File: src/sbpr_pkg.sv
/*
 * Package for the six-bit port register block: APB offsets, bit masks,
 * reset values and the pad bundle type.
 * Assumes an APB4 master with 32-bit data and byte-aligned word offsets.
 */
package sbpr_pkg;

	// ********************************
	// Register offsets
	// ********************************
	localparam logic [7:0] SBPR_PIN_VALUE_OFF = 8'h00;
	localparam logic [7:0] SBPR_DIRECTION_OFF = 8'h04;
	localparam logic [7:0] SBPR_OUT_LATCH_OFF = 8'h08;
	localparam logic [7:0] SBPR_ANALOG_SEL_OFF = 8'h0C;
	localparam logic [7:0] SBPR_CONFIG_OFF = 8'h10;

	// ********************************
	// Field layout
	// ********************************
	localparam int SBPR_PINS = 6;
	localparam int SBPR_INPUT_ONLY_BIT = 3;
	localparam int SBPR_EXT_RESET_EN_BIT = 0;
	localparam logic [5:0] SBPR_IMPL_MASK = 6'h37;
	localparam logic [5:0] SBPR_INPUT_ONLY_MASK = 6'h08;

	// ********************************
	// Reset values
	// ********************************
	localparam logic [5:0] SBPR_DIRECTION_RST = 6'h3F;
	localparam logic [5:0] SBPR_ANALOG_SEL_RST = 6'h37;
	localparam logic SBPR_EXT_RESET_EN_RST = 1'b0;

	// Pad drive bundle
	typedef struct packed {
		logic [5:0] level;
		logic [5:0] enable;
	} sbpr_pad_t;

endpackage

File: src/sbpr_port.sv
/*
 * Six-bit bidirectional port: pin level, direction and output latch
 * registers behind an APB4 slave, plus analog select and configuration.
 * Assumes pad inputs already synchronous to clock and a zero-wait master.
 */
// Local design decisions: the placing of the registers and the APB register port.
// Summary of operation
// - Pin-value read returns live pin levels in bits five to zero.
// - Writing pin-value stores into the output latch, never drives pins.
// - Pin-value reads show pins, not latch contents.
// - Pin-value bit three reads one when external reset pin enabled.
// - Direction one tri-states the driver; zero drives the latch value.
// - Direction bit three is unimplemented and reads one.
// - Latch holds outputs for pins five, four, two, one, zero.
// - Bits seven and six, and latch bit three, read zero.
// - Direction sets on every reset; latch keeps its value.
// - Pin-value writes without byte strobe zero are read-modify-write into the output latch.
// - Analog-selected pins read zero through pin-value.
`timescale 1ns/1ps

module sbpr_port
	import sbpr_pkg::*;
#(
	parameter int ADDR_W = 8
) (
	input wire logic clock,
	input wire logic rst_n,
	input wire logic psel,
	input wire logic penable,
	input wire logic pwrite,
	input wire logic [ADDR_W-1:0] paddr,
	input wire logic [31:0] pwdata,
	input wire logic [3:0] pstrb,
	output logic [31:0] prdata,
	output logic pready,
	output logic pslverr,
	input wire logic [5:0] padIn,
	output sbpr_pad_t pad
);

	// ********************************
	// Helpers
	// ********************************
	function automatic logic [5:0] keepImpl(input logic [5:0] newV,
		input logic [5:0] oldV);
		keepImpl = (newV & SBPR_IMPL_MASK) | (oldV & ~SBPR_IMPL_MASK);
	endfunction

	function automatic logic hit(input logic [ADDR_W-1:0] a,
		input logic [7:0] off);
		hit = (a == ADDR_W'(off));
	endfunction

	// ********************************
	// State
	// ********************************
	logic [5:0] dirQ;
	logic [5:0] latchQ;
	logic [5:0] anselQ;
	logic extResetEnQ;
	logic [31:0] prdataQ;
	logic [5:0] pinRead;
	logic [5:0] dirRead;
	logic [5:0] latchRead;
	logic [31:0] readMux;
	logic mapped;
	logic setup;
	logic wrAcc;
	logic lane0;
	logic [5:0] padEn;

	assign setup = psel && !penable;
	assign wrAcc = psel && penable && pwrite;
	// Only the low byte holds implemented bits
	assign lane0 = pstrb[0];
	assign mapped = hit(paddr, SBPR_PIN_VALUE_OFF) || hit(paddr, SBPR_DIRECTION_OFF)
		|| hit(paddr, SBPR_OUT_LATCH_OFF) || hit(paddr, SBPR_ANALOG_SEL_OFF)
		|| hit(paddr, SBPR_CONFIG_OFF);

	// ********************************
	// Read values
	// ********************************
	always_comb begin
		pinRead = padIn & SBPR_IMPL_MASK;
		pinRead[SBPR_INPUT_ONLY_BIT] = padIn[SBPR_INPUT_ONLY_BIT];
		pinRead = pinRead & ~anselQ;
		if (extResetEnQ) begin
			pinRead[SBPR_INPUT_ONLY_BIT] = 1'b1;
		end
	end

	assign dirRead = dirQ | SBPR_INPUT_ONLY_MASK;
	assign latchRead = latchQ & SBPR_IMPL_MASK;

	// Unmapped offsets fall through to zero so no stale value leaks out
	always_comb begin
		readMux = 32'h0000_0000;
		if (hit(paddr, SBPR_PIN_VALUE_OFF)) begin
			readMux[5:0] = pinRead;
		end else if (hit(paddr, SBPR_DIRECTION_OFF)) begin
			readMux[5:0] = dirRead;
		end else if (hit(paddr, SBPR_OUT_LATCH_OFF)) begin
			readMux[5:0] = latchRead;
		end else if (hit(paddr, SBPR_ANALOG_SEL_OFF)) begin
			readMux[5:0] = anselQ & SBPR_IMPL_MASK;
		end else if (hit(paddr, SBPR_CONFIG_OFF)) begin
			readMux[SBPR_EXT_RESET_EN_BIT] = extResetEnQ;
		end
	end

	// ********************************
	// APB slave
	// ********************************
	// Read data is captured in the setup cycle so the access phase needs no wait
	always_ff @(posedge clock) begin
		if (!rst_n) begin
			prdataQ <= 32'h0000_0000;
		end else if (setup && !pwrite) begin
			prdataQ <= readMux;
		end
	end

	assign prdata = prdataQ;
	assign pready = 1'b1;
	// Error flagged only in the access phase, where the master samples it
	assign pslverr = psel && penable && !mapped;

	// ********************************
	// Direction register
	// ********************************
	always_ff @(posedge clock) begin
		if (!rst_n) begin
			dirQ <= SBPR_DIRECTION_RST;
		end else if (wrAcc && lane0 && hit(paddr, SBPR_DIRECTION_OFF)) begin
			dirQ <= keepImpl(pwdata[5:0], dirQ);
		end
	end

	// ********************************
	// Output latch
	// ********************************
	// latch not reset
	// No reset: the latch keeps its content through warm resets
	always_ff @(posedge clock) begin
		if (wrAcc && hit(paddr, SBPR_PIN_VALUE_OFF)) begin
			if (lane0) begin
				latchQ <= keepImpl(pwdata[5:0], latchQ);
			end else begin
				latchQ <= keepImpl(pinRead, latchQ);
			end
		end else if (wrAcc && lane0 && hit(paddr, SBPR_OUT_LATCH_OFF)) begin
			latchQ <= keepImpl(pwdata[5:0], latchQ);
		end
	end

	// ********************************
	// Analog select and configuration
	// ********************************
	always_ff @(posedge clock) begin
		if (!rst_n) begin
			anselQ <= SBPR_ANALOG_SEL_RST;
		end else if (wrAcc && lane0 && hit(paddr, SBPR_ANALOG_SEL_OFF)) begin
			anselQ <= pwdata[5:0] & SBPR_IMPL_MASK;
		end
	end

	always_ff @(posedge clock) begin
		if (!rst_n) begin
			extResetEnQ <= SBPR_EXT_RESET_EN_RST;
		end else if (wrAcc && lane0 && hit(paddr, SBPR_CONFIG_OFF)) begin
			extResetEnQ <= pwdata[SBPR_EXT_RESET_EN_BIT];
		end
	end

	// ********************************
	// Pad drivers
	// ********************************
	// driver enabled when direction bit clear
	assign padEn = ~dirQ & SBPR_IMPL_MASK;
	assign pad = '{level: latchQ & padEn, enable: padEn};

	logic [5:0] dirPrev;
	always_ff @(posedge clock) begin
		dirPrev <= dirQ;
	end
endmodule

File: config.mk
export PLATFORM = sky130hd
export DESIGN_NAME = sbpr_port
export DESIGN_NICKNAME = d
export VERILOG_FILES = /design/src/sbpr_pkg.sv /design/src/sbpr_port.sv
export SDC_FILE = /design/constraint.sdc
export NUM_CORES = 1
export LEC_CHECK = 0
export BUFFER_PORTS_ARGS = -buffer_cell sky130_fd_sc_hd__buf_2
export CORE_MARGIN = 2
export CORE_UTILIZATION = 38
export CTS_BUF_LIST = sky130_fd_sc_hd__clkbuf_2
export DETAILED_ROUTE_END_ITERATION = 10
export HOLD_SLACK_MARGIN = 0.08
export PLACE_DENSITY = 0.78
export SYNTH_ARGS = -nofsm -noshare
export SYNTH_HDL_FRONTEND = slang
export SYNTH_SLANG_ARGS = --single-unit
File: constraint.sdc
create_clock -name clock -period 1.85 [get_ports clock]
set_input_delay 0.37 -clock clock [delete_from_list [all_inputs] [get_ports clock]]
set_output_delay 0.37 -clock clock [all_outputs]
set_load 0.05 [all_outputs]
==> results.md, run 1 <==
- Status: finished, final reports clean
- RSZ-0062 raised after global routing: no
- Tmin final: between 1.5 and 2 ns
- Seq/Total Area, Yosys: 33.7%
- Cell leakage power: ~0.8 nW
- Yosys cell types: 39
- Max cap viols: 0
- Worst slack, placed: -0.132 ns
- GRT Util Overall: 16.5%
- GRT overflow: 0
- Drt pass-1 iters: 4
- Post-synthesis register bit count: 22
- Routed WL: between 3000 and 4000 µm
- Mean Syn Cell Area: a little under 9 µm²
- Synth top cells by count: 29 x buf_4, 17 x dfxtp_1, 13 x nand2_1, 12 x nand3_1
- VDD IR-drop max: between 0.15 and 0.2 mV
- Final setup violation count: 0
- Min-delay src: pwdata[5]
- Reg2reg end: prdata[5]$_SDFFE_PN0P_
- Reg clk slew, reported paths: roughly 0.21 ns
- Crit path launch type: primary input
- Vias/cell: 4.75
- Largest net degree at the start of global routing: 16
- Critical path endpoint category: output port
- Hold Path Class: in -> reg
- Clk buf depth: 2
- WHS Path Cells: 3
- Post-layout util: a little under half
- Vias in the first global route: 1131
- Die area: approximately 0.0043 mm²
- Netlist area before placement: around 0.0015 mm²
- Vert. Die Dim: approximately 66 µm
- Final period util: between 90% and 100%
- Hold Path End: anselQ[5]$_SDFFE_PN1P_
- Setup CP Type: in -> out
- Die width: ~66 µm
- Yosys top cell by area: dfxtp_1
- Register-to-register setup slack: 0.64 ns
- Root Driver: clkbuf_2
- CTS Hold Bufs: 0
- Post-synth EDFFs: 5
- Mapped Cells: approximately 170
- Share of synthesized registers carrying an async set or reset: 0%
- Std-Cell Rows: 22
- Share of the synthesized area in the top cell type: 23.4%
- Critical path fanouts, max: 3
- Number of DRC markers in iteration 0: 61
- I/O Buffers: just over 40
- Clk sinks: 22
- Initial antenna violation count: 0
- Clk_skew: approximately 0.015 ns
- Routed Antenna Nets: 0
- Clock Latency Late Sink: 0.34 ns
- Count leader, synth: buf_4
- Fmax: about 560 MHz
- Worst-margin pin slew: between 0.5 and 0.6 ns
- Global-route wire length before repair: about 5400 µm
- Crit Reg-Reg Startpoint: anselQ[5]$_SDFFE_PN1P_
- Max-slew headroom: around two thirds
- Ant diodes: 0
- Req. time, crit path: about 1.5 ns
- Post-DP HPWL: between 2000 and 3000 µm
- CTS tree: done
- DR WL/cell: approximately 13 µm
- Final GP Congestion: 0.861
- Final Hold Viols: 0
- Core area: approximately 0.0037 mm²
- Fin worst setup slack: approximately 0.075 ns
- # DRC: 0
- Ys flop type: dfxtp_1
- Synth Warn #: 0
- Initial Util: approximately two fifths
- Arr. time, crit path: around 1.4 ns
- Num ports: approximately 100
- Vias: 1245
- Num CTS Buffers: 3
- Layout cells sized above 1: a little under a third
- Slew Viols, Final: 0
- Fillers: 377
- Layout area overhead: 15.7%
- Cell count of the worst reg-to-reg path: 3
- Layout net count: 270
- Top post-synthesis cells by area: dfxtp_1 23%, buf_4 15%, edfxtp_1 10%, nand3_1 4.1%, o211ai_1 4.1%
- CTS HTree Levels: 1
- Total power divided by cell area: roughly 550 mW/mm²
## stage by stage
stage,hold slack (ns),power [mW],instance area [µm²],cells,setup TNS (ns)
6_report,0.297,0.931,1680,262,0
5_1_grt,0.282,0.966,1680,262,0
4_1_cts,0.294,0.930,1680,262,0
3_5_place_dp,0.456,0.743,1660,258,-0.741
3_3_place_gp,0.458,0.741,1660,258,-0.645
2_1_floorplan,0.449,0.735,1570,195,0
## logic make-up after synthesis
group	after synthesis	share of synthesized area, %
muxes	8	7.39
buffers and inverters	43	18.7
DFF	22	33.7
and+or+nand+nor	62	25.4
other	2	0.516
AOI/OAI and AO/OA	31	14.3
## cell type report
class | instances | area, µm² | area share, %
Timing Repair Buffer | 51 | 283 | 16.8
Inverter | 7 | 26.3 | 1.56
Tap cell | 48 | 60.1 | 3.57
Clock buffer | 3 | 15.0 | 0.892
Clock inverter | 1 | 3.75 | 0.223
Multi-Input combinational cell | 130 | 806 | 47.8
Sequential cell | 22 | 490 | 29.1
## power by group
group          total (mW)  switching [mW]  leakage, nW  internal, mW
clock network       0.194           0.147       0.0140        0.0470
registers           0.492        0.000212        0.182         0.492
logic               0.245           0.197        0.602        0.0478
total               0.931           0.344        0.799         0.587
## metal layers
layer	global-route usage [%]	wire [µm]	up-vias	part of all wire, %
li1	-	-	633	-
met1	21.7	1520	557	45
met2	26.9	1570	50	47
met3	2.39	195	5	5.8
met4	7.03	54	0	1.6
met5	0	0	-	0
## cells in the final DEF (no fill, tap or decap), drive strengths merged
cell and count:
buf 51, conb 29, dfxtp 17, o21ai 14, nand2 13, nand3 12
nor2b 9, o211ai 8, inv 7, nand4 5, edfxtp 5, mux2i 4
nor3 4, nand2b 3, a22o 3, clkbuf 3, nor2 3, and3 3
a32o 3, nand4b 2, mux2 2, and2 2, nor3b 2, mux4 2
nor4 1, or4 1, a21oi 1, or3 1, and4 1, a21boi 1
o22ai 1, clkinv 1
## what timing repair did
action	CTS	global route
hold endpoints to repair	0	0
buffers inserted	0	0
endpoints found under the setup margin	0	1
resized for setup	0	3
## worst max path at each step
stage / start / end / slack (ns)
after CTS: paddr[5] / pslverr / 0.01
after floorplan: paddr[5] / latchQ[0]$_DFFE_PP_ / 0.03
after global placement: paddr[5] / latchQ[1]$_DFFE_PP_ / -0.12
after detailed placement: paddr[5] / latchQ[1]$_DFFE_PP_ / -0.13
final: paddr[5] / pslverr / 0.08
after global routing: paddr[5] / pslverr / 0.02
## state kept, by name, indices dropped and copies added, names as in the netlist
signal       cells
extResetEnQ      1
prdata           6
anselQ           5
latchQ           5
dirQ             5
## critical path, cell delays in order
cell     delay [ns]
buf_2          0.10
or4_4          0.55
nor2_2         0.13
a21oi_2        0.06
buf_4          0.19
(Power assumes the default switching activity.)
==> run 2: changes to the inputs <==
==> constraint.sdc (replaced) <==
create_clock -name clock -period 1.85 [get_ports clock]
set_input_delay 0.37 -clock clock [delete_from_list [all_inputs] [get_ports clock]]
set_output_delay 0.37 -clock clock [all_outputs]
set_load 0.01 [all_outputs]
==> run 2 against run 1 <==
Compared with the run above: combinational power is 44% lower; clock-buffer cell count is 1 higher; sequential power hardly changed; non-clock buffer count is 2 higher; wire length is 2.6% lower; design area is 0.89% higher; setup slack better by 0.036 ns.
==> results.md, run 2 (synthesis results as in run 1) <==
- Vias in the first global route: 1203 (was 1131)
- Total power divided by cell area: 485 mW/mm² (was 553 mW/mm²)
- Vert. Die Dim: 65.9 µm (unchanged)
- Status: finished, final reports clean (unchanged)
- Largest register FFs: 6 (unchanged)
- Crit path cell chain: buf_2, or4_4, nor2_4, a21oi_1, buf_2 (was buf_2, or4_4, nor2_2, a21oi_2, buf_4)
- CTS tree: done (unchanged)
- Layout net count: 272 (was 270)
- Leading cell type in the layout, fill and taps excluded: buf_2 (unchanged)
- Drt pass-1 iters: 4 (unchanged)
- CTS Hold Bufs: 0 (unchanged)
- Global-route wire length before repair: 5300 µm (was 5440 µm)
- GRT Util Overall: 15.7% (was 16.5%)
- Post-route cell area: 0.00170 mm² (was 0.00168 mm²)
- GRT overflow: 0 (unchanged)
- Hold Path Class: in -> reg (unchanged)
- Initial antenna violation count: 0 (unchanged)
- Num CTS Buffers: 3 (unchanged)
- Placed inst area: 0.00168 mm² (was 0.00166 mm²)
- Die area: 0.00434 mm² (unchanged)
- Slew Viols, Final: 0 (unchanged)
- Clk_skew: 0.0135 ns (was 0.0149 ns)
- WHS Path Cells: 3 (unchanged)
- Fmax: 575 MHz (was 563 MHz)
- Vias/cell: 4.91 (was 4.75)
- Final setup violation count: 0 (unchanged)
- Routed Antenna Nets: 0 (unchanged)
- Tmin final: 1.74 ns (was 1.77 ns)
- WP buf/inv: 2 (unchanged)
- Layout cells sized above 1: 31.9% (was 31.3%)
- Worst path depth: 5 (unchanged)
- Critical path fanouts, max: 3 (unchanged)
- Ant diodes: 0 (unchanged)
- Setup CP Type: in -> out (unchanged)
- Post-layout util: 46.4% (was 46.0%)
- RSZ-0062 raised after global routing: no (unchanged)
- Num ports: 101 (unchanged)
- Max cap viols: 0 (unchanged)
- Die width: 65.9 µm (unchanged)
- Reg clk slew, reported paths: 0.20 ns (was 0.21 ns)
- Final GP Congestion: 0.842 (was 0.861)
- # DRC: 0 (unchanged)
- Routed WL: 3250 µm (was 3340 µm)
- Root Driver: clkbuf_2 (unchanged)
- Arr. time, crit path: 1.37 ns (was 1.40 ns)
- Initial Util: 39.7% (unchanged)
- Crit path launch type: primary input (unchanged)
- Non-Filler Instances: 264 (was 262)
- Critical path endpoint category: output port (unchanged)
- Std-Cell Rows: 22 (unchanged)
- Most frequent cells in the layout: 41 x buf_2, 29 x conb_1, 17 x dfxtp_1, 13 x nand2_1 (was 40 x buf_2, 29 x conb_1, 17 x dfxtp_1, 13 x nand2_1, 12 x nand3_1)
- Number of DRC markers in iteration 0: 94 (was 61)
- Clk sinks: 22 (unchanged)
- Most common cell on crit path: buf_2
- Worst hold slack: 0.302 ns (was 0.297 ns)
- Placed cell count: 261 (was 258)
- I/O Buffers: 41 (unchanged)
- Largest net degree at the start of global routing: 16 (unchanged)
- Core area: 0.00366 mm² (unchanged)
- Cell count of the worst reg-to-reg path: 3 (unchanged)
- Cell leakage power: 0.812 nW (was 0.799 nW)
- Total power: 0.825 mW (was 0.931 mW)
- Layout area overhead: 16.8% (was 15.7%)
- Crit-path slowest cell: or4_4 (unchanged)
- Post-DP HPWL: 2680 µm (was 2660 µm)
- DR WL/cell: 12.3 µm (was 12.7 µm)
- Final period util: 94.0% (was 95.9%)
- Vias: 1297 (was 1245)
- CP peak stage delay: 0.57 ns (was 0.55 ns)
- CTS HTree Levels: 1 (unchanged)
- Top Family by Delay on Critical Path: simple AND/OR/NAND/NOR gates (unchanged)
- Clk buf depth: 2 (unchanged)
- Final Hold Viols: 0 (unchanged)
- Req. time, crit path: 1.48 ns (about the same)
- Clock Latency Late Sink: 0.31 ns (was 0.34 ns)
- VDD IR-drop max: 0.168 mV (was 0.198 mV)
-- run 2: changes by cell type in the layout (fill, tap and decap cells not counted) --
cell	previous run	this run
a21oi_1	0	1
clkbuf_2	3	4
buf_2	40	41
nor2_2	1	0
nor2_4	0	1
clkinv_1	1	0
a21oi_2	1	0
buf_4	11	12
-- run 2: worst register-to-register path: cells and delay by family (launching register included) --
family / cells / cell delay [ns]
muxes: 1 / 0.44
DFF: 1 / 0.39
AOI/OAI and AO/OA: 1 / 0.23
and+or+nand+nor: 1 / 0.06
-- run 2: metal layers --
layer	vias up	global-route usage [%]	wire, µm
li1	638	-	-
met3	6	1.53	282
met1	586	20.1	1330
met4	0	6.77	55
met2	67	26.8	1580
met5	-	0	0
-- run 2: metrics by stage --
| step | setup WS [ns] | setup TNS (ns) |
|---|---|---|
| 2_1_floorplan | 0.0274 | 0 |
| 3_3_place_gp | -0.109 | -0.547 |
| 3_5_place_dp | -0.112 | -0.708 |
| 4_1_cts | 0.0135 | 0 |
| 5_1_grt | 0.0829 | 0 |
| 6_report | 0.111 | 0 |
-- run 2: final timing paths --
kind	from	to	slack [ns]
max	paddr[5]	pslverr	0.11
min	pwdata[0]	extResetEnQ$_SDFFE_PN0P_	0.30
min reg2reg	extResetEnQ$_SDFFE_PN0P_	extResetEnQ$_SDFFE_PN0P_	0.49
max reg2reg	anselQ[5]$_SDFFE_PN1P_	prdata[5]$_SDFFE_PN0P_	0.66
-- run 2: cell type report --
class / instances / area [µm²]
fillers: 371 / 1960
inverters: 7 / 26.3
multi-input cells: 130 / 807
flip-flops and latches: 22 / 490
well taps: 48 / 60.1
repair buffers: 53 / 295
clock buffers: 4 / 20.0
-- run 2: repair_timing --
action                                  in CTS  in global routing
endpoints found under the setup margin       1                  1
buffers inserted                             0                  0
resized for setup                            1                  1
-- run 2: power breakdown --
group          switching, mW  internal [mW]
Combinational         0.0893         0.0486
Clock                  0.138         0.0572
Sequential          0.000211          0.492
==> run 3: changes to the inputs <==
- CORE_UTILIZATION: 38 -> 40
- clock period: 1.85 -> 1.7 ns (I/O delays scaled with it)
==> run 3 against run 2 <==
Compared with the run above: global-route usage is 1.2 points higher; first-iteration DRC count is 54% lower; clock power is 18% higher; non-clock buffer count is 3 higher; power is 12% higher; final cell count is 0.38% higher; die area is 4.7% lower; combinational power is 17% higher.
==> results.md, run 3 (synthesis results as in run 1) <==
- Number of DRC markers in iteration 0: 43 (was 94)
- Setup CP Type: in -> out (unchanged)
- # DRC: 0 (unchanged)
- Clock power frac: 24.9% (was 23.6%)
- Layout net count: 275 (was 272)
- Setup TNS: 0 ns (unchanged)
- Placed cell count: 261 (unchanged)
- CTS tree: done (unchanged)
- Most frequent cells in the layout: 39 x buf_2, 29 x conb_1, 17 x dfxtp_1, 15 x buf_4, 13 x nand2_1 (was 41 x buf_2, 29 x conb_1, 17 x dfxtp_1, 13 x nand2_1)
- Fillers: 353 (was 371)
- Pint: 0.657 mW (was 0.598 mW)
- CTS Hold Bufs: 0 (unchanged)
- CP peak stage delay: 0.57 ns (about the same)
- RSZ-0062 raised after global routing: yes (was no)
- Total power divided by cell area: 534 mW/mm² (was 485 mW/mm²)
- Fmax: 594 MHz
- Clk_skew: 0.0273 ns (was 0.0135 ns)
- Crit-path slowest cell: or4_4 (unchanged)
- Largest net degree at the start of global routing: 16 (unchanged)
- Top Family by Delay on Critical Path: simple AND/OR/NAND/NOR gates (unchanged)
- GRT Util Overall: 16.9% (was 15.7%)
- Clk sinks: 22 (unchanged)
- Global-route wire length before repair: 5380 µm (was 5300 µm)
- CTS HTree Levels: 1 (unchanged)
- NetSw: 0.270 mW (was 0.227 mW)
- Setup crit end: pslverr (unchanged)
- Gate power share: 17.3% (was 16.7%)
- Crit path launch type: primary input (unchanged)
- Drt pass-1 iters: 4 (unchanged)
- Slew Viols, Final: 0 (unchanged)
- Max cap viols: 0 (unchanged)
- Register-to-register setup slack: 0.43 ns (was 0.66 ns)
- Routed WL: 3520 µm (was 3250 µm)
- Layout cells sized above 1: 33.3% (was 31.9%)
- Routed Antenna Nets: 0 (unchanged)
- Final period util: approximately 100%
- Die width: 64.3 µm (was 65.9 µm)
- I/O Buffers: 41 (unchanged)
- Worst path depth: 5 (unchanged)
- Crit path from: paddr[1] (was paddr[5])
- Vert. Die Dim: 64.3 µm (was 65.9 µm)
- FF+latch area: 490 µm² (unchanged)
- Req. time, crit path: 1.36 ns (was 1.48 ns)
- Vias in the first global route: 1179 (was 1203)
- Cell count of the worst reg-to-reg path: 3 (unchanged)
- Post-DP HPWL: 2730 µm (was 2680 µm)
- Clk buf depth: 2 (unchanged)
- Std-Cell Rows: 21 (was 22)
- Initial Util: 42.6% (was 39.7%)
- Ant diodes: 0 (unchanged)
- Num CTS Buffers: 3 (unchanged)
- Cell leakage power: 0.830 nW (was 0.812 nW)
- Area of the multi-input gates: 811 µm² (was 807 µm²)
- Vias: 1337 (was 1297)
- Root Driver: clkbuf_2 (unchanged)
- Crit path cell chain: buf_6, or4_4, nor2_4, a21oi_2, buf_2 (was buf_2, or4_4, nor2_4, a21oi_1, buf_2)
- Critical path endpoint category: output port (unchanged)
- Die area: 0.00414 mm² (was 0.00434 mm²)
- Arr. time, crit path: 1.34 ns (was 1.37 ns)
- Status: finished, final reports clean (unchanged)
- WP buf/inv: 2 (unchanged)
- Initial antenna violation count: 0 (unchanged)
- Clock Latency Late Sink: 0.36 ns (was 0.31 ns)
- Critical path fanouts, max: 3 (unchanged)
- Leading cell type in the layout, fill and taps excluded: buf_2 (unchanged)
- Hold Path Class: in -> reg (unchanged)
- GRT overflow: 0 (unchanged)
- Sequential Power Share: 57.8% (was 59.7%)
- Vias/cell: 5.05 (was 4.91)
- Layout area overhead: 19.3% (was 16.8%)
- Largest register FFs: 6 (unchanged)
- DR WL/cell: 13.3 µm (was 12.3 µm)
- Final GP Congestion: 0.851 (was 0.842)
- Crit Reg-Reg Startpoint: anselQ[5]$_SDFFE_PN1P_ (unchanged)
- Final setup violation count: 0 (unchanged)
- Reg clk slew, reported paths: 0.23 ns (was 0.20 ns)
- Switch share: 29.1% (was 27.5%)
- VDD IR-drop max: 0.198 mV (was 0.168 mV)
- Reg2reg end: prdata[5]$_SDFFE_PN0P_ (unchanged)
- Core area: 0.00342 mm² (was 0.00366 mm²)
- Non-Filler Instances: 265 (was 264)
- Num ports: 101 (unchanged)
- Tmin final: about 1.7 ns
- Final Hold Viols: 0 (unchanged)
-- run 3: repair_timing --
item,CTS,global route
resized for setup,1,4
endpoints found under the setup margin,1,1
setup buffers,0,1
pin swaps,0,3
-- run 3: cell type report --
type / count / area share, %
clock buffers: 4 / 1.15
inverters: 7 / 1.51
multi-input cells: 130 / 46.7
flip-flops and latches: 22 / 28.3
well taps: 46 / 3.32
repair buffers: 56 / 19.0
-- run 3: worst register-to-register path, cell delays in order (launching register included) --
cell and delay [ns]:
dfxtp_1 0.40, nor2b_1 0.06, mux4_2 0.47, a22o_1 0.24
-- run 3: how the worst min path moves through the flow --
stage / slack [ns] / startpoint / to / cells past startpoint
after floorplan: 0.45 / extResetEnQ$_SDFFE_PN0P_ / extResetEnQ$_SDFFE_PN0P_ / 2
after detailed placement: 0.46 / prdata[0]$_SDFFE_PN0P_ / prdata[0]$_SDFFE_PN0P_ / 1
after CTS: 0.27 / pwdata[2] / anselQ[2]$_SDFFE_PN1P_ / 3
final: 0.24 / pwdata[2] / anselQ[2]$_SDFFE_PN1P_ / 3
after global placement: 0.45 / prdata[1]$_SDFFE_PN0P_ / prdata[1]$_SDFFE_PN0P_ / 1
after global routing: 0.26 / pwdata[4] / anselQ[4]$_SDFFE_PN1P_ / 3
-- run 3: metrics by stage --
stage               total power, mW  worst slack, ns  utilization [%]  instance area [µm²]  hold slack, ns
CTS                           0.908           0.0334             50.0                 1710           0.268
detailed placement            0.698           -0.236             49.5                 1690           0.460
finish                        0.927           0.0154             50.8                 1740           0.243
global route                  0.958         -0.00443             50.8                 1740           0.261
global placement              0.696           -0.224             49.5                 1690           0.452
floorplan                     0.681          -0.0926                -                 1560           0.449
-- run 3: power groups by stage --
| stage | clock network [mW] | registers, mW | logic (mW) |
|---|---|---|---|
| final | 0.231 | 0.536 | 0.161 |
| after global routing | 0.247 | 0.536 | 0.175 |
| after CTS | 0.221 | 0.535 | 0.152 |
| after detailed placement | 0 | 0.546 | 0.152 |
| after global placement | 0 | 0.546 | 0.150 |
| after floorplan | 0 | 0.546 | 0.135 |
-- run 3: routing by layer --
metal / global-route usage (%) / routed length [µm]
met1: 22.1 / 1530
met2: 27.9 / 1630
met3: 1.58 / 298
met4: 8.51 / 60
met5: 0 / 0
